File: src/blp_pkg.sv
package blp_pkg;
	// ========================================
	// Command opcodes
	localparam logic [7:0] OP_LOCK     = 8'h36;
	localparam logic [7:0] OP_UNLOCK   = 8'h39;
	localparam logic [7:0] OP_GLOCK    = 8'h7E;
	localparam logic [7:0] OP_GUNLOCK  = 8'h98;
	localparam logic [7:0] OP_RDLOCK_A = 8'h3C;
	localparam logic [7:0] OP_RDLOCK_B = 8'h3D;
	localparam logic [7:0] OP_PD       = 8'hB9;
	localparam logic [7:0] OP_UPD      = 8'h79;
	localparam logic [7:0] OP_RESUME   = 8'hAB;
	localparam logic [7:0] OP_RST_EN   = 8'h66;
	localparam logic [7:0] OP_RST      = 8'h99;
	localparam logic [7:0] OP_TERM     = 8'hF0;
	// Frame lengths in bits
	localparam logic [5:0] OPC_BITS    = 6'h08;
	localparam logic [5:0] ADDR_BITS   = 6'h20;
	// ========================================
	// Register byte offsets
	localparam logic [11:0] OFS_SR3     = 12'h000;
	localparam logic [11:0] OFS_MODE    = 12'h004;
	localparam logic [11:0] OFS_STATUS  = 12'h008;
	localparam logic [11:0] OFS_LOCK_LO = 12'h00C;
	localparam logic [11:0] OFS_LOCK_HI = 12'h010;
	// Field positions
	localparam int SR3_PSS_BIT   = 2;
	localparam int SR3_HWRST_BIT = 7;
	localparam int MSEL_BIT      = 7;
	localparam int ST_DEEP_BIT   = 0;
	localparam int ST_ULTRA_BIT  = 1;
	localparam int ST_BUSY_BIT   = 2;
	localparam int ST_LOST_BIT   = 3;
	localparam int ST_ARMED_BIT  = 4;
	// Reset values
	localparam logic PSS_RST   = 1'b0;
	localparam logic HWRST_RST = 1'b0;
	localparam logic MSEL_RST  = 1'b0;
	// ========================================
	// Address layout of the lock granules
	localparam int SUB_LOCKS   = 16;
	localparam int SUB_BIT_LO  = 12;
	localparam int BLOCK_BIT_LO = 16;
	// Power states
	typedef enum logic [2:0] {
		PWR_ACTIVE = 3'b001,
		PWR_DEEP   = 3'b010,
		PWR_ULTRA  = 3'b100
	} blp_pwr_t;
endpackage
File: src/blp_ctrl.sv
// The register addresses and register access over APB were chosen for this implementation.
`timescale 1ns/100ps
module blp_ctrl
	import blp_pkg::*;
#(
	parameter int NUM_BLOCKS = 32
) (
	// Clock and reset
	input  wire logic        I_CLOCK,
	input  wire logic        I_NRST,
	// APB slave
	input  wire logic        PSEL,
	input  wire logic        PENABLE,
	input  wire logic        PWRITE,
	input  wire logic [11:0] PADDR,
	input  wire logic [31:0] PWDATA,
	output logic [31:0]      PRDATA,
	output logic             PREADY,
	output logic             PSLVERR,
	// Serial link pins
	input  wire logic        I_SCK,
	input  wire logic        I_CS_N,
	input  wire logic        I_SI,
	output logic             O_SO,
	output logic             O_SO_OE,
	// Reset sources
	input  wire logic        I_RESET_PIN_N,
	input  wire logic        I_JEDEC_RESET,
	// Program and erase engine
	input  wire logic        I_BUSY,
	input  wire logic        I_PE_REQ,
	input  wire logic [23:0] I_PE_ADDR,
	output logic             O_PE_ACK,
	output logic             O_PE_REJECT,
	output logic             O_HALT,
	output logic             O_DEV_RESET,
	output logic             O_SRAM_DROP
);
	// ========================================
	// Sizes
	localparam int BBITS = $clog2(NUM_BLOCKS);
	localparam int NL    = 2 * SUB_LOCKS + NUM_BLOCKS - 2;

	// Refuse sizes that the index map cannot serve
	if (NUM_BLOCKS < 4 || NUM_BLOCKS > 32 || (1 << BBITS) != NUM_BLOCKS) begin : g_bad_size
		$error("NUM_BLOCKS must be a power of two from 4 to 32");
	end

	function automatic logic [5:0] lock_index(input logic [23:0] addr);
		int blk;
		int sub;
		blk = int'(addr[BLOCK_BIT_LO +: BBITS]);
		sub = int'(addr[SUB_BIT_LO +: 4]);
		if (blk == 0)
			return 6'(sub);
		else if (blk == NUM_BLOCKS - 1)
			return 6'(SUB_LOCKS + sub);
		else
			return 6'(2 * SUB_LOCKS + blk - 1);
	endfunction

	// ========================================
	// Synchronisers
	logic cs_s1, cs_s2, cs_q;
	logic sck_s1, sck_s2, sck_q;
	logic si_s1, si_s2;
	logic rpin_s1, rpin_s2;

	// Pins come from outside the clock domain
	always_ff @(posedge I_CLOCK or negedge I_NRST) begin
		if (!I_NRST) begin
			{cs_s1, cs_s2, cs_q} <= 3'h7;
			{sck_s1, sck_s2, sck_q} <= 3'h0;
			{si_s1, si_s2} <= 2'h0;
			{rpin_s1, rpin_s2} <= 2'h3;
		end else begin
			cs_s1 <= I_CS_N;
			cs_s2 <= cs_s1;
			cs_q <= cs_s2;
			sck_s1 <= I_SCK;
			sck_s2 <= sck_s1;
			sck_q <= sck_s2;
			si_s1 <= I_SI;
			si_s2 <= si_s1;
			rpin_s1 <= I_RESET_PIN_N;
			rpin_s2 <= rpin_s1;
		end
	end

	logic sck_rise, sck_fall, cs_rise;
	assign sck_rise = sck_s2 & ~sck_q & ~cs_s2;
	assign sck_fall = ~sck_s2 & sck_q & ~cs_s2;
	assign cs_rise  = cs_s2 & ~cs_q;

	// ========================================
	// Configuration and state
	logic            pss, hw_rst_en, mode_sel;
	logic            armed, sram_lost, rd_active;
	logic [NL-1:0]   lock;
	logic [5:0]      bit_cnt;
	logic [31:0]     cmd_shift;
	logic [7:0]      op, out_shift;
	blp_pwr_t        pwr;

	logic [31:0] next_shift;
	logic [5:0]  cur_idx, pe_idx;
	assign next_shift = {cmd_shift[30:0], si_s2};
	assign cur_idx    = lock_index(cmd_shift[23:0]);
	assign pe_idx     = lock_index(I_PE_ADDR);

	// ========================================
	// Command decode at chip select release
	logic cmd8, cmd32, active, rd_op, pin_rst, rst99, ab_deep, ab_ultra;
	logic pd_enter, to_ultra, halt, dev_rst, lose_sram;
	logic set_one, clr_one, set_all, clr_all;

	assign cmd8   = cs_rise && bit_cnt == OPC_BITS;
	assign cmd32  = cs_rise && bit_cnt == ADDR_BITS;
	assign active = pwr == PWR_ACTIVE;
	assign rd_op  = op == OP_RDLOCK_A || op == OP_RDLOCK_B;
	assign pin_rst = ~rpin_s2 & hw_rst_en;
	assign rst99  = cmd8 && op == OP_RST && armed && pwr != PWR_ULTRA;
	assign ab_deep  = cmd8 && op == OP_RESUME && pwr == PWR_DEEP;
	assign ab_ultra = cmd8 && op == OP_RESUME && pwr == PWR_ULTRA;
	assign pd_enter = cmd8 && active && (op == OP_PD || op == OP_UPD);
	assign to_ultra = op == OP_UPD || !mode_sel;
	assign halt     = cmd8 && active && op == OP_TERM && I_BUSY;
	assign dev_rst  = I_JEDEC_RESET | pin_rst | rst99 | ab_ultra;
	assign lose_sram = I_JEDEC_RESET | pin_rst | ab_ultra | (pd_enter & to_ultra);
	assign set_one  = cmd32 && active && op == OP_LOCK;
	assign clr_one  = cmd32 && active && op == OP_UNLOCK;
	assign set_all  = cmd8 && active && op == OP_GLOCK;
	assign clr_all  = cmd8 && active && op == OP_GUNLOCK;

	// ========================================
	// Serial frame capture
	always_ff @(posedge I_CLOCK or negedge I_NRST) begin
		if (!I_NRST) begin
			bit_cnt <= 6'h00;
			cmd_shift <= 32'h0000_0000;
			op <= 8'h00;
		end else if (cs_s2) begin
			bit_cnt <= 6'h00;
		end else if (sck_rise) begin
			cmd_shift <= next_shift;
			// Saturate so that long frames count as incomplete
			if (bit_cnt != 6'h3F)
				bit_cnt <= bit_cnt + 6'h01;
			if (bit_cnt == OPC_BITS - 6'h01)
				op <= next_shift[7:0];
		end
	end

	// Lock field readout; data changes on falling edges for mode 0
	always_ff @(posedge I_CLOCK or negedge I_NRST) begin
		if (!I_NRST) begin
			rd_active <= 1'b0;
			out_shift <= 8'h00;
			O_SO <= 1'b0;
			O_SO_OE <= 1'b0;
		end else begin
			O_SO_OE <= rd_active & ~cs_s2;
			if (cs_s2) begin
				rd_active <= 1'b0;
			end else if (sck_rise && bit_cnt == ADDR_BITS - 6'h01 && rd_op && active) begin
				rd_active <= 1'b1;
				out_shift <= {7'h00, lock[lock_index(next_shift[23:0])]};
			end else if (sck_fall && rd_active) begin
				O_SO <= out_shift[7];
				out_shift <= {out_shift[6:0], out_shift[7]};
			end
		end
	end

	// ========================================
	// Lock bits
	always_ff @(posedge I_CLOCK or negedge I_NRST) begin
		if (!I_NRST) begin
			lock <= '1;
		end else if (dev_rst) begin
			lock <= '1;
		end else if (set_all) begin
			lock <= '1;
		end else if (clr_all) begin
			lock <= '0;
		end else if (set_one) begin
			lock[cur_idx] <= 1'b1;
		end else if (clr_one) begin
			lock[cur_idx] <= 1'b0;
		end
	end

	// Program and erase permission check
	always_ff @(posedge I_CLOCK or negedge I_NRST) begin
		if (!I_NRST) begin
			O_PE_ACK <= 1'b0;
			O_PE_REJECT <= 1'b0;
		end else begin
			O_PE_ACK <= I_PE_REQ;
			O_PE_REJECT <= I_PE_REQ & pss & lock[pe_idx];
		end
	end

	// ========================================
	// deselect never wakes; nor does terminate
	always_ff @(posedge I_CLOCK or negedge I_NRST) begin
		if (!I_NRST) begin
			pwr <= PWR_ACTIVE;
		end else if (dev_rst || ab_deep) begin
			pwr <= PWR_ACTIVE;
		end else if (pd_enter) begin
			pwr <= to_ultra ? PWR_ULTRA : PWR_DEEP;
		end
	end

	// Reset-enable arming; any other frame of one or more bits disarms
	always_ff @(posedge I_CLOCK or negedge I_NRST) begin
		if (!I_NRST) begin
			armed <= 1'b0;
		end else if (dev_rst) begin
			armed <= 1'b0;
		end else if (cs_rise && bit_cnt != 6'h00) begin
			// only a directly preceding 66h arms
			armed <= cmd8 && op == OP_RST_EN && pwr != PWR_ULTRA;
		end
	end

	// Pulses toward the rest of the device
	always_ff @(posedge I_CLOCK or negedge I_NRST) begin
		if (!I_NRST) begin
			O_DEV_RESET <= 1'b0;
			O_HALT <= 1'b0;
			O_SRAM_DROP <= 1'b0;
		end else begin
			O_DEV_RESET <= dev_rst;
			O_HALT <= halt & ~dev_rst;
			O_SRAM_DROP <= lose_sram;
		end
	end

	// ========================================
	// APB slave: one wait state, then the answer
	logic        apb_fire, apb_hit;
	logic [31:0] rd_word;
	logic [63:0] lock_pad;
	assign apb_fire = PSEL & PENABLE & PREADY;
	assign lock_pad = {{(64 - NL){1'b0}}, lock};

	// Read mux and decode
	always_comb begin
		rd_word = 32'h0000_0000;
		apb_hit = 1'b1;
		case (PADDR)
			OFS_SR3: begin
				rd_word[SR3_PSS_BIT] = pss;
				rd_word[SR3_HWRST_BIT] = hw_rst_en;
			end
			OFS_MODE: rd_word[MSEL_BIT] = mode_sel;
			OFS_STATUS: begin
				rd_word[ST_DEEP_BIT] = pwr == PWR_DEEP;
				rd_word[ST_ULTRA_BIT] = pwr == PWR_ULTRA;
				rd_word[ST_BUSY_BIT] = I_BUSY;
				rd_word[ST_LOST_BIT] = sram_lost;
				rd_word[ST_ARMED_BIT] = armed;
			end
			OFS_LOCK_LO: rd_word = lock_pad[31:0];
			OFS_LOCK_HI: rd_word = lock_pad[63:32];
			default: apb_hit = 1'b0;
		endcase
	end

	always_ff @(posedge I_CLOCK or negedge I_NRST) begin
		if (!I_NRST) begin
			PREADY <= 1'b0;
			PRDATA <= 32'h0000_0000;
			PSLVERR <= 1'b0;
		end else begin
			PREADY <= PSEL & PENABLE & ~PREADY;
			if (PSEL && PENABLE && !PREADY) begin
				PRDATA <= PWRITE ? 32'h0000_0000 : rd_word;
				PSLVERR <= ~apb_hit;
			end
		end
	end

	// Configuration writes
	always_ff @(posedge I_CLOCK or negedge I_NRST) begin
		if (!I_NRST) begin
			pss <= PSS_RST;
			hw_rst_en <= HWRST_RST;
			mode_sel <= MSEL_RST;
		end else if (apb_fire && PWRITE) begin
			if (PADDR == OFS_SR3) begin
				pss <= PWDATA[SR3_PSS_BIT];
				hw_rst_en <= PWDATA[SR3_HWRST_BIT];
			end
			if (PADDR == OFS_MODE)
				mode_sel <= PWDATA[MSEL_BIT];
		end
	end

	// Sticky buffer-lost flag; a new loss beats a clear
	always_ff @(posedge I_CLOCK or negedge I_NRST) begin
		if (!I_NRST)
			sram_lost <= 1'b1;
		else if (lose_sram)
			sram_lost <= 1'b1;
		else if (apb_fire && PWRITE && PADDR == OFS_STATUS && PWDATA[ST_LOST_BIT])
			sram_lost <= 1'b0;
	end

	// ========================================
	// Checks
	a_reset_relocks: assert property (@(posedge I_CLOCK) disable iff (!I_NRST)
		O_DEV_RESET |-> &lock)
		else $error("lock bits not all set after device reset");
	a_lock_one_sets: assert property (@(posedge I_CLOCK) disable iff (!I_NRST)
		set_one && !dev_rst |=> lock[$past(cur_idx)])
		else $error("individual lock did not set its bit");
	a_unlock_one_clears: assert property (@(posedge I_CLOCK) disable iff (!I_NRST)
		clr_one && !dev_rst |=> !lock[$past(cur_idx)])
		else $error("individual unlock did not clear its bit");
	a_global_unlock: assert property (@(posedge I_CLOCK) disable iff (!I_NRST)
		clr_all && !dev_rst |=> lock == '0 ##1 lock == '0 || $changed(cmd_shift) || cs_rise)
		else $error("global unlock left bits set");
	a_reject_map: assert property (@(posedge I_CLOCK) disable iff (!I_NRST)
		I_PE_REQ |=> O_PE_ACK && O_PE_REJECT == ($past(pss) && $past(lock[pe_idx])))
		else $error("program erase permission wrong");
	a_pd_mode: assert property (@(posedge I_CLOCK) disable iff (!I_NRST)
		pd_enter && !dev_rst |=> pwr == ($past(to_ultra) ? PWR_ULTRA : PWR_DEEP))
		else $error("wrong sleep mode entered");
	a_sleep_holds: assert property (@(posedge I_CLOCK) disable iff (!I_NRST)
		!active && !dev_rst && !ab_deep |=> pwr == $past(pwr))
		else $error("left sleep without wake command or reset");
	a_resume_deep: assert property (@(posedge I_CLOCK) disable iff (!I_NRST)
		ab_deep && !dev_rst |=> active && !O_DEV_RESET && !O_SRAM_DROP)
		else $error("deep wake misbehaved");
	a_resume_ultra: assert property (@(posedge I_CLOCK) disable iff (!I_NRST)
		ab_ultra |=> active && O_DEV_RESET && O_SRAM_DROP && sram_lost)
		else $error("ultra wake did not reset");
	a_pair_ignored: assert property (@(posedge I_CLOCK) disable iff (!I_NRST)
		pwr == PWR_ULTRA && cmd8 && op == OP_RST && !I_JEDEC_RESET && !pin_rst
		|=> pwr == PWR_ULTRA && !O_DEV_RESET)
		else $error("reset pair acted in ultra sleep");
	a_term_halts: assert property (@(posedge I_CLOCK) disable iff (!I_NRST)
		halt && !dev_rst |=> O_HALT && !O_DEV_RESET && active)
		else $error("terminate did not just halt");
	a_readout_bit: assert property (@(posedge I_CLOCK) disable iff (!I_NRST)
		sck_fall && rd_active && !cs_s2 |=> O_SO == $past(out_shift[7]))
		else $error("lock field bit out of order");
endmodule

File: config.mk
export PLATFORM = sky130hd
export DESIGN_NAME = blp_ctrl
export DESIGN_NICKNAME = d
export VERILOG_FILES = /design/src/blp_pkg.sv /design/src/blp_ctrl.sv
export SDC_FILE = /design/constraint.sdc
export NUM_CORES = 1
export LEC_CHECK = 0
export ABC_CLOCK_PERIOD_IN_PS = 5800
export BUFFER_PORTS_ARGS = -buffer_cell sky130_fd_sc_hd__buf_2
export CAP_MARGIN = 20
export CORE_MARGIN = 4
export CORE_UTILIZATION = 35
export DETAILED_ROUTE_END_ITERATION = 8
export PLACE_DENSITY_LB_ADDON = 0.1
export SLEW_MARGIN = 20
export SYNTH_ARGS = -nofsm -noshare
export SYNTH_HDL_FRONTEND = slang
export SYNTH_SLANG_ARGS = --single-unit
File: constraint.sdc
create_clock -name I_CLOCK -period 5.8 [get_ports I_CLOCK]
set_input_delay 0.58 -clock I_CLOCK [delete_from_list [all_inputs] [get_ports I_CLOCK]]
set_output_delay 0.58 -clock I_CLOCK [all_outputs]
set_load 0.005 [all_outputs]
* Word level (Yosys, flattened, before mapping) *
Cells that the tools add are included.

operators by class
  $add $sub $neg = 10
  order comparisons = 4
  eq/ne operators = 28
  multiplexer cells = 41
  bitwise operators = 31
  reductions and logical operators = 57

operators by type and width
  operator               count
  $mux W62               5
  $mux W6                11
  $and A62 B62 Y62       1
  $not A62 Y62           1
  $or A62 B62 Y62        1
  $pmux W24 S2           1
  $eq A8 B8 Y1 const B   5
  $eq A8 B6 Y1 const B   4
  $mux W32               1
  $logic_and A1 B1 Y1    30
  $eq A12 B4 Y1 const B  2
  $eq A8 B7 Y1 const B   3
  $lt A6 B7 Y1 const B   3
  $add A5 B4 Y6 const A  3
  $add A6 B5 Y6 const A  3
  $sub A6 B1 Y6 const B  3
  $mux W8                2
  $eq A5 B1 Y1 const B   3
  $logic_not A5 Y1       3
  $and A1 B1 Y1          14
  $reduce_bool A2 Y1     7
  $bmux W1 S6            2
  $eq A12 B3 Y1 const B  1
  $eq A12 B5 Y1 const B  1
  27 further kinds       61

word-level totals
  bits in registers = 165
  input port bits = 80
  output and inout port bits = 41
  logic and storage cells = 203

* Logic depth before layout (Yosys ltp) *
Gate-level depths: netlist of the first run.

  depth after elaboration = 15
  depth in mapped cells = 13
  mapped depth without buffers = 10

* Least setup slack after synthesis of the first run *
OpenSTA, ideal clock, no wires.

  path kind = input-to-reg
  from = in I_PE_ADDR[16]
  to = reg O_PE_REJECT
  library setup time = 101 ps
  arrival = 2700 ps
  data required time = 5699 ps
  setup slack = 3000 ps
  stages on the path = 10
  path buffers = 1
  cell sequence = inv_1 ha_1 nor4b_2 nor2_1 a21boi_4 clkbuf_1 mux2_2 o2111ai_1 nand4_1 nor4_1

between the ends
  cells in the longest elaborated chain, start to end = 7
  elaborated cells between the ends (all ways) = 9
  those cells by class = 2 x add/sub; 1 x eq/ne; 4 x mux; 1 x bitwise; 1 x reduce/logical

ends and longest elaborated chain
  item                               RTL line         RTL
  start: declaration                 blp_ctrl.sv:32   input wire logic [23:0] I_PE_ADDR,
  $add A6 B5 Y6                      blp_ctrl.sv:59   return 6'(2 * SUB_LOCKS + blk - 1);
  $sub A6 B1 Y6                      blp_ctrl.sv:59
  $mux W6                            blp_ctrl.sv:56   else if (blk == NUM_BLOCKS - 1)
  $mux W6 (*)                        blp_ctrl.sv:54   if (blk == 0)
  $bmux W1 S6 (*)                    blp_ctrl.sv:200  O_PE_REJECT <= I_PE_REQ & pss & lock[pe_idx];
  $mux W1 (not written as such) (*)  blp_ctrl.sv:200
  $and A1 B1 Y1 (*)                  blp_ctrl.sv:200
  end signal: assignment             blp_ctrl.sv:200
  end: declaration                   blp_ctrl.sv:34   output logic O_PE_REJECT,

Every way passes the cells marked *; elsewhere a longest branch is shown, timed or not. The select of a mux whose other input is x is not followed.
A chain may end at the register's enable or synchronous reset.

* Final worst setup path of the first run *
  from = reg cmd_shift[16]
  to = reg out_shift[0]

between the ends
  cells in the longest elaborated chain, start to end = 9
  elaborated cells between the ends (all ways) = 11
  those cells by class = 2 x add/sub; 1 x eq/ne; 7 x mux; 1 x reduce/logical

ends and longest elaborated chain
  item                               RTL line         RTL
  start: declaration                 blp_ctrl.sv:101  logic [31:0] cmd_shift;
  start signal: assignment           blp_ctrl.sv:145  cmd_shift <= next_shift;
  $add A6 B5 Y6                      blp_ctrl.sv:59
  $sub A6 B1 Y6                      blp_ctrl.sv:59
  $mux W6                            blp_ctrl.sv:56
  $mux W6 (*)                        blp_ctrl.sv:54
  $mux W6 (*)                        blp_ctrl.sv:165  end else if (sck_rise && bit_cnt == ADDR_BITS - 6'h01 && rd_op && active) begin
  $mux W6 (*)                        blp_ctrl.sv:163  if (cs_s2) begin
  $bmux W1 S6 (*)                    blp_ctrl.sv:167  out_shift <= {7'h00, lock[lock_index(next_shift[23:0])]};
  $mux W1 (not written as such) (*)  blp_ctrl.sv:167
  $mux W8 (*)                        blp_ctrl.sv:165
  end signal: assignment             blp_ctrl.sv:167
  end signal: assignment             blp_ctrl.sv:170  out_shift <= {out_shift[6:0], out_shift[7]};
  end: declaration                   blp_ctrl.sv:102  logic [7:0] op, out_shift;

Marks and branches as above.

==> summary.md, run 1 <==
| Metric | Value |
|---|---|
| XOR/XNOR Fraction of Synth Area | 0.9576% |
| Placed cell count | 1271 |
| Min Hold Slack | about 170 ps |
| Final HPWL DP | between 15 and 20 mm |
| Largest net degree at the start of global routing | 81 |
| Worst Setup Start Kind | flip-flop |
| Grt total ovfl | 0 |
| Worst-case clock buffer depth | 2 |
| Vias per inst | a little under 6 |
| CTS tree | yes |
| Worst vdd ir | 166.2 uV |
| Root Driver | clkbuf_16 |
| Port bufs | 76 |
| Yosys cell types | 71 |
| GRT Overall Usage | between 10% and 20% |
| Critical path's largest stage delay | around 560 ps |
| Die Y-Extent | 169.7 microns |
| Max Slew Vio Count | 0 |
| Critical Path Fanout Max | 11 |
| Power Density | approximately 240 nW/um^2 |
| Vias in the first global route | 7363 |
| Slew HR | 40.15% |
| GPL Wtd Cong | 0.8429 |
| Reg2Reg Depth | 11 |
| Filler cell count | about 2500 |
| Seq/Total Area, Yosys | about 46% |
| CP max stage cell | o21ai_2 |
| Clk sinks | 165 |
| Die Wd | 169.7 microns |
| Layout area overhead | 13.72% |
| Setup TNS | 0 ps |
| Post-synthesis mux area share | 11.31% |
| Initial Util | 35.91% |
| Setup-failing EPs final | 0 |
| R2R Setup Slk | 2310 ps |
| DRT Pass-1 Iters | 5 |
| Part of the cycle the worst path needs | 60.23% |
| Ys async rst share | 100.0% |
| Layout Nets | around 1100 |
| Clock-pin slew of the registers on the worst-case setup and hold paths | 80 ps |
| Crit Path Class | flip-flop to flip-flop |
| RR Endpoint | out_shift[0] |
| Final min period | 3494 ps |
| Insertion delay to the later sink of the worst-skew pair | between 400 and 500 ps |
| # IOs | 121 |
| Ys flop type | dfrtp_1 |
| Synth Area in Simple Gates | 15.31% |
| CTS Buf Count | 17 |
| Syn nets | 1003 |
| Crit path arrival time | 3790 ps |
| DIE AREA | 28780 sq um |
| Drc violations | 0 |
| Worst min path class | input port to asynchronous set/reset pin |
| Fraction of layout cells with a size suffix above 1 | 25.90% |
| First-pass GRT wire length | ~44 mm |
| Skew final | 16.89 ps |
| Worst Path Required | 6100 ps |
| Cts-stage hold buffer count | 0 |
| Cell family contributing the most delay on the critical path | compound AO/OA/AOI/OAI gates |
| Worst-margin pin slew | 894.9 ps |
| WL final | ~27 mm |
| #FFs+latches synth | ~170 |
| Maxcap violations | 0 |
| WL per Instance | 21.04 microns |
| Fmax | between 200 and 300 MHz |
| RR Startpoint | cmd_shift[16] |
| Antenna diodes | 0 |
| H-Tree Depth | 4 |
| Worst Path Buf+Inv | 2 |
| Post-synthesis cell count | 913 |
| Final Hold Viols | 0 |
| Synth Area in Compound Gates | 21.38% |
| Finished Layout Cells | roughly 1300 |
| Post-synthesis adder-cell area fraction | under 10% |
| Synth warn | 0 |
| Avg Inst Size Synth | 10.02 sq um |
| Post-CTS Resized | 0 |
| DR iter-0 viols | 687 |
| Post-synth EDFFs | 0 |
| Final Core Density | 40.83% |
| CP cell instances | inv_1 > ha_1 > nor4b_2 > or2_1 > o21ai_2 > buf_4 > mux4_2 > a22oi_1 > o2111ai_1 > nand4_1 > nand3_1 |
| Core Rows | 58 |
| Post-Syn Area | 9146 sq um |
| Status | complete, no violations |
| Via count | between 7000 and 8000 |
| Post-CTS Setup Bufs | 0 |
| Initial antenna violation count | 0 |
| Crit. End Element | flip-flop |
| RSZ-0062 raised after global routing | no |
| Dominant combinational cell family by area after synthesis | compound AO/OA/AOI/OAI gates |
| Post-route ant nets | 0 |
| Core area | between 20000 and 30000 sq um |
| Leak pwr | 4.205 nW |
worst max path at each step:
stage | start | end | slack, ps | cells after the start
after floorplan | I_PE_ADDR[16] | O_PE_REJECT | 3000 | 10
after global placement | cmd_shift[16] | out_shift[0] | 2260 | 11
after detailed placement | cmd_shift[16] | out_shift[0] | 2250 | 11
after CTS | cmd_shift[16] | out_shift[0] | 2240 | 11
after global routing | cmd_shift[16] | out_shift[0] | 2030 | 11
final | cmd_shift[16] | out_shift[0] | 2310 | 11
flip-flops by register name, indices dropped and copies added (netlist names), 3 cells and up:
register   count
cmd_shift     21
PRDATA        32
op             8
out_shift      8
pwr            3
bit_cnt        6
lock          62
layout make-up:
cell class	count	area, sq um	area share (%)
clock buffer	18	429.2	4.126
clock inverter	14	160.2	1.540
inverter	21	78.83	0.7579
multi-input combinational	669	4643	44.64
sequential	165	4215	40.53
tap	330	412.9	3.970
timing repair buffer	86	461.7	4.439
cell usage in the layout (no fill, tap or decap), types with 6 or more instances in the layout:
cell type	synthesis	routed
nand4_1	7	7
dfrtp_1	96	96
nand3b_1	6	6
inv_1	21	21
buf_2	7	75
nor2_1	50	48
mux2_2	37	37
clkbuf_16	0	17
nand3_1	31	30
inv_8	0	6
o21ai_0	59	59
a21oi_1	13	13
a22oi_1	27	27
nor4_1	7	7
ha_1	10	10
mux2i_1	37	37
nor3_1	14	13
dfstp_2	69	69
nor3b_1	6	6
o211ai_1	128	128
mux4_2	11	11
xor2_1	8	8
nor2b_1	6	6
buf_4	2	10
nand2_1	121	121
power breakdown:
part	switching (mW)	leakage [nW]	internal, mW
logic	0.108	1.88	0.0708
clock network	0.551	0.289	0.580
registers	0.0208	2.03	1.19
total	0.680	4.20	1.84
per-stage QoR:
| step | area [sq um] | worst slack (ps) | total power, mW |
|---|---|---|---|
| floorplan | 9146 | 3000 | 1.337 |
| global placement | 9807 | 2265 | 1.410 |
| detailed placement | 9807 | 2250 | 1.411 |
| CTS | 10400 | 2245 | 2.553 |
| global route | 10400 | 2032 | 2.628 |
| finish | 10400 | 2306 | 2.518 |
cells by family (layout without fill, tap and decap cells):
logic type,after synthesis,in the layout
buffers and inverters,79,139
xor gates and xnor gates,10,10
muxes,85,85
DFF,165,165
and+or+nand+nor,285,285
adders and majority gates,10,10
AOI/OAI and AO/OA,279,279
synth_stat cells (7+ instances only):
cell | count | area, sq um
a22oi_1 | 27 | 202.7
inv_1 | 21 | 78.83
ha_1 | 10 | 125.1
nor4_1 | 7 | 43.79
o21ai_0 | 59 | 295.3
nand4_1 | 7 | 43.79
nand2_1 | 121 | 454.2
buf_2 | 7 | 35.03
mux2i_1 | 37 | 370.4
mux4_2 | 11 | 247.7
dfstp_2 | 69 | 1813
nor3_1 | 14 | 70.07
o211ai_1 | 128 | 960.9
dfrtp_1 | 96 | 2402
xor2_1 | 8 | 70.07
nand3_1 | 31 | 155.2
nor2_1 | 50 | 187.7
a21oi_1 | 13 | 65.06
clkbuf_1 | 44 | 165.2
mux2_2 | 37 | 416.7
per-layer routing:
layer	vias up	global-route usage, %	share of wire, %
li1	3544	-	-
met1	3762	28.49	49
met2	228	29.66	45
met3	31	3.191	4.8
met4	0	4.235	1.6
met5	-	0	0
Note: power is estimated with default switching activity, not from simulation.
==> run 2: changes to the inputs <==
ABC_AREA = 1   (was default)
ABC_CLOCK_PERIOD_IN_PS = 3500   (was 5800)
clock period = 3.5 ns   (was 5.8 ns; I/O delays follow)
==> summary.md, run 2 <==
| Metric | Value |
|---|---|
| Post-synth EDFFs | 0 |
| Insertion delay to the later sink of the worst-skew pair | 450 ps |
| Critical path's largest stage delay | 510 ps |
| DR iter-0 viols | 720 |
| CP max stage cell | dfrtp_1 |
| Final Hold Viols | 0 |
| Crit path top cell by count | nand3_1 |
| Skew final | 19.75 ps |
| Worst Path Required | 3840 ps |
| Max FFs per register | 62 |
| Reg area | 4217 sq um |
| Ys flop type | dfrtp_1 |
| Syn nets | 1441 |
| Worst-case clock buffer depth | 2 |
| Reg power frac | 45.4% |
| Drc violations | 0 |
| Post-route ant nets | 0 |
| Regs by FF count | lock (62), PRDATA (32), cmd_shift (21) |
| Core area | 28700 sq um |
| Leading area contributor after synthesis | dfrtp_1 |
| Worst-margin pin slew | 1052 ps |
| Register bank with the most flops | lock |
| Initial antenna violation count | 0 |
| Core Rows | slightly above 60 |
| DIE AREA | between 30000 and 40000 sq um |
| Area of the multi-input gates | 4974 sq um |
| RR Startpoint | cmd_shift[15] |
| H-Tree Depth | 4 |
| Grt total ovfl | 0 |
| Worst min path class | input port to flip-flop |
| Vias in the first global route | 9126 |
| Part of the cycle the worst path needs | about 87% |
| Largest net degree at the start of global routing | between 70 and 80 |
| Post-Syn Area | 10190 sq um |
| WL final | approximately 33 mm |
| Layout Nets | 1501 |
| Min Hold Slack | 18.65 ps |
| Post-CTS Setup Bufs | 0 |
| Reg2Reg Depth | 18 |
| Combinational Power Share | 7.4% |
| Cts-stage hold buffer count | 5 |
| Root Driver | clkbuf_16 |
| Clock power frac | a little under half |
| RR Endpoint | out_shift[0] |
| Critical Path Fanout Max | 19 |
| Yosys cell types | 54 |
| Max Slew Vio Count | 0 |
| Antenna diodes | 0 |
| Hold Path Sink | O_PE_ACK |
| CP cell instances | inv_1 > ha_1 > inv_1 > nor2_1 > nand2_2 > nand2_2 > nand2_2 > nand2_1 > buf_4 > nand2_1 > nand3_1 > nand3_1 > nand3_1 > nand3_1 > nand3_1 > nand3_1 > nand2_1 > nand2_1 |
| Clk sinks | 165 |
| Crit path arrival time | 3370 ps |
| Clock-pin slew of the registers on the worst-case setup and hold paths | 90 ps |
| Vias per inst | 5.276 |
| Power Density | roughly 370 nW/um^2 |
| Leak pwr | 5.586 nW |
| Ranking of synthesized cells by area | dfrtp_1 (24%), dfstp_2 (18%), nand2_1 (9.8%), nand3_1 (6.6%), a21oi_1 (6.1%) |
| Port bufs | 76 |
| Hold path cells | 1 |
| DRT Pass-1 Iters | 5 |
| Crit Path Class | flip-flop to flip-flop |
| Die Wd | 178.7 microns |
| Worst Setup Start Kind | flip-flop |
| Filler cell count | about 3000 |
| Final HPWL DP | between 20 and 25 mm |
| Area after DPL | roughly 11000 sq um |
| Pint | 3.046 mW |
| Worst vdd ir | about 270 uV |
| Setup TNS | 0 ps |
| Crit. End Element | flip-flop |
| #FFs+latches synth | 165 |
| Worst hold path startpoint | I_PE_REQ |
| Seq/Total Area, Yosys | between 40% and 50% |
| Slew HR | 29.85% |
| Synth cell count leaders | nand2_1 (266), inv_1 (151), nand3_1 (134), a21oi_1 (124), dfrtp_1 (96) |
| Share of Yosys cell area claimed by the top area cell type | about a quarter |
| Fmax | 329.8 MHz |
| # IOs | 121 |
| Final min period | 3032 ps |
| Leading cell type in the layout, fill and taps excluded | nand2_1 |
| WL per Instance | 18.44 microns |
| Layout area overhead | 14.06% |
| Synth warn | 0 |
| GPL Wtd Cong | 0.8898 |
| Final WS setup | approximately 470 ps |
| Ys async rst share | 100.0% |
| R2R Setup Slk | 470 ps |
| Maxcap violations | 0 |
| Via count | 9539 |
| Most common cell in the netlist | nand2_1 |
| CTS Buf Count | 17 |
| Fraction of layout cells with a size suffix above 1 | 19.87% |
| Post-CTS Resized | 0 |
| CTS tree | yes |
| Status | complete, no violations |
| First-pass GRT wire length | 53.07 mm |
| Net Sw Frac | ~30% |
| RSZ-0062 raised after global routing | no |
| Initial Util | between 30% and 40% |
| Setup-failing EPs final | 0 |
| Avg Inst Size Synth | 7.544 sq um |
| Post-synthesis cell count | 1351 |
| Switching pwr | about 1.3 mW |
| Post-Place Worst Slack | 467.1 ps |
| GRT Overall Usage | 21.27% |
| Post-route cell area | ~12000 sq um |
| Most frequent cells in the layout | nand2_1 (266), inv_1 (151), nand3_1 (134), a21oi_1 (124), dfrtp_1 (95) |
| Die Y-Extent | approximately 180 microns |
run 2: cell types whose count changed after synthesis, moves of 36 or more:
cell      change
inv_1       +130
mux2i_1      -37
nand2_1     +145
nor3_1       +40
o211ai_1    -109
a21oi_1     +111
nand3_1     +103
mux2_2       -36
o31ai_1      +46
run 2: layout make-up:
type / instances / share of cell area, %
Clock buffer: 17 / 3.659
Clock inverter: 15 / 1.905
Inverter: 184 / 5.984
Multi-Input combinational cell: 942 / 42.78
Sequential cell: 165 / 36.27
Tap cell: 384 / 4.133
Timing Repair Buffer: 101 / 5.263
run 2: cells by family after synthesis:
family	Yosys count	share of synthesized area, %
AO/OA/AOI/OAI	367	21.20
XOR/XNOR	4	0.3437
adder cells (fa/ha/maj)	10	1.228
buffers and inverters	244	10.10
flip-flops	165	41.36
multiplexers	1	0.1105
AND/OR/NAND/NOR	560	25.66
run 2: worst max path at each step:
stage                        startpoint           end  slack, ps  depth (start not counted)
after floorplan           cmd_shift[15]  out_shift[0]       1350                         17
after global placement    cmd_shift[15]  out_shift[0]        470                         18
after detailed placement  cmd_shift[15]  out_shift[0]        470                         18
after CTS                 cmd_shift[15]  out_shift[0]        460                         18
after global routing      cmd_shift[15]  out_shift[0]        160                         18
final                     cmd_shift[15]  out_shift[0]        470                         18
run 2: power groups by stage:
stage | logic, mW | clock network (mW) | registers [mW]
after detailed placement | 0.321 | 0 | 2.00
after global routing | 0.369 | 2.18 | 1.97
after floorplan | 0.186 | 0 | 1.99
after CTS | 0.327 | 2.10 | 1.97
final | 0.322 | 2.04 | 1.97
after global placement | 0.321 | 0 | 2.00
run 2: stage by stage:
step	total power [mW]	util, %	std cells
final	4.333	40.50	1808
after global routing	4.524	40.50	1808
after CTS	4.392	40.50	1808
after detailed placement	2.323	38.07	1771
after global placement	2.322	38.07	1771
after floorplan	2.180	-	1351
run 2: layer usage:
metal | track usage (%) | part of all wire, % | vias to the layer above
met1 | 31.81 | 48 | 4511
li1 | - | - | 4713
met5 | 0 | 0 | -
met4 | 4.317 | 1.4 | 0
met2 | 32.47 | 45 | 275
met3 | 3.585 | 5.7 | 40
run 2: worst max-delay path: cells and delay by family (launching register included):
kind / cells / cell delay, ps
AND/OR/NAND/NOR: 14 / 1740
flip-flops: 1 / 510
buffers and inverters: 3 / 510
adder cells (fa/ha/maj): 1 / 160
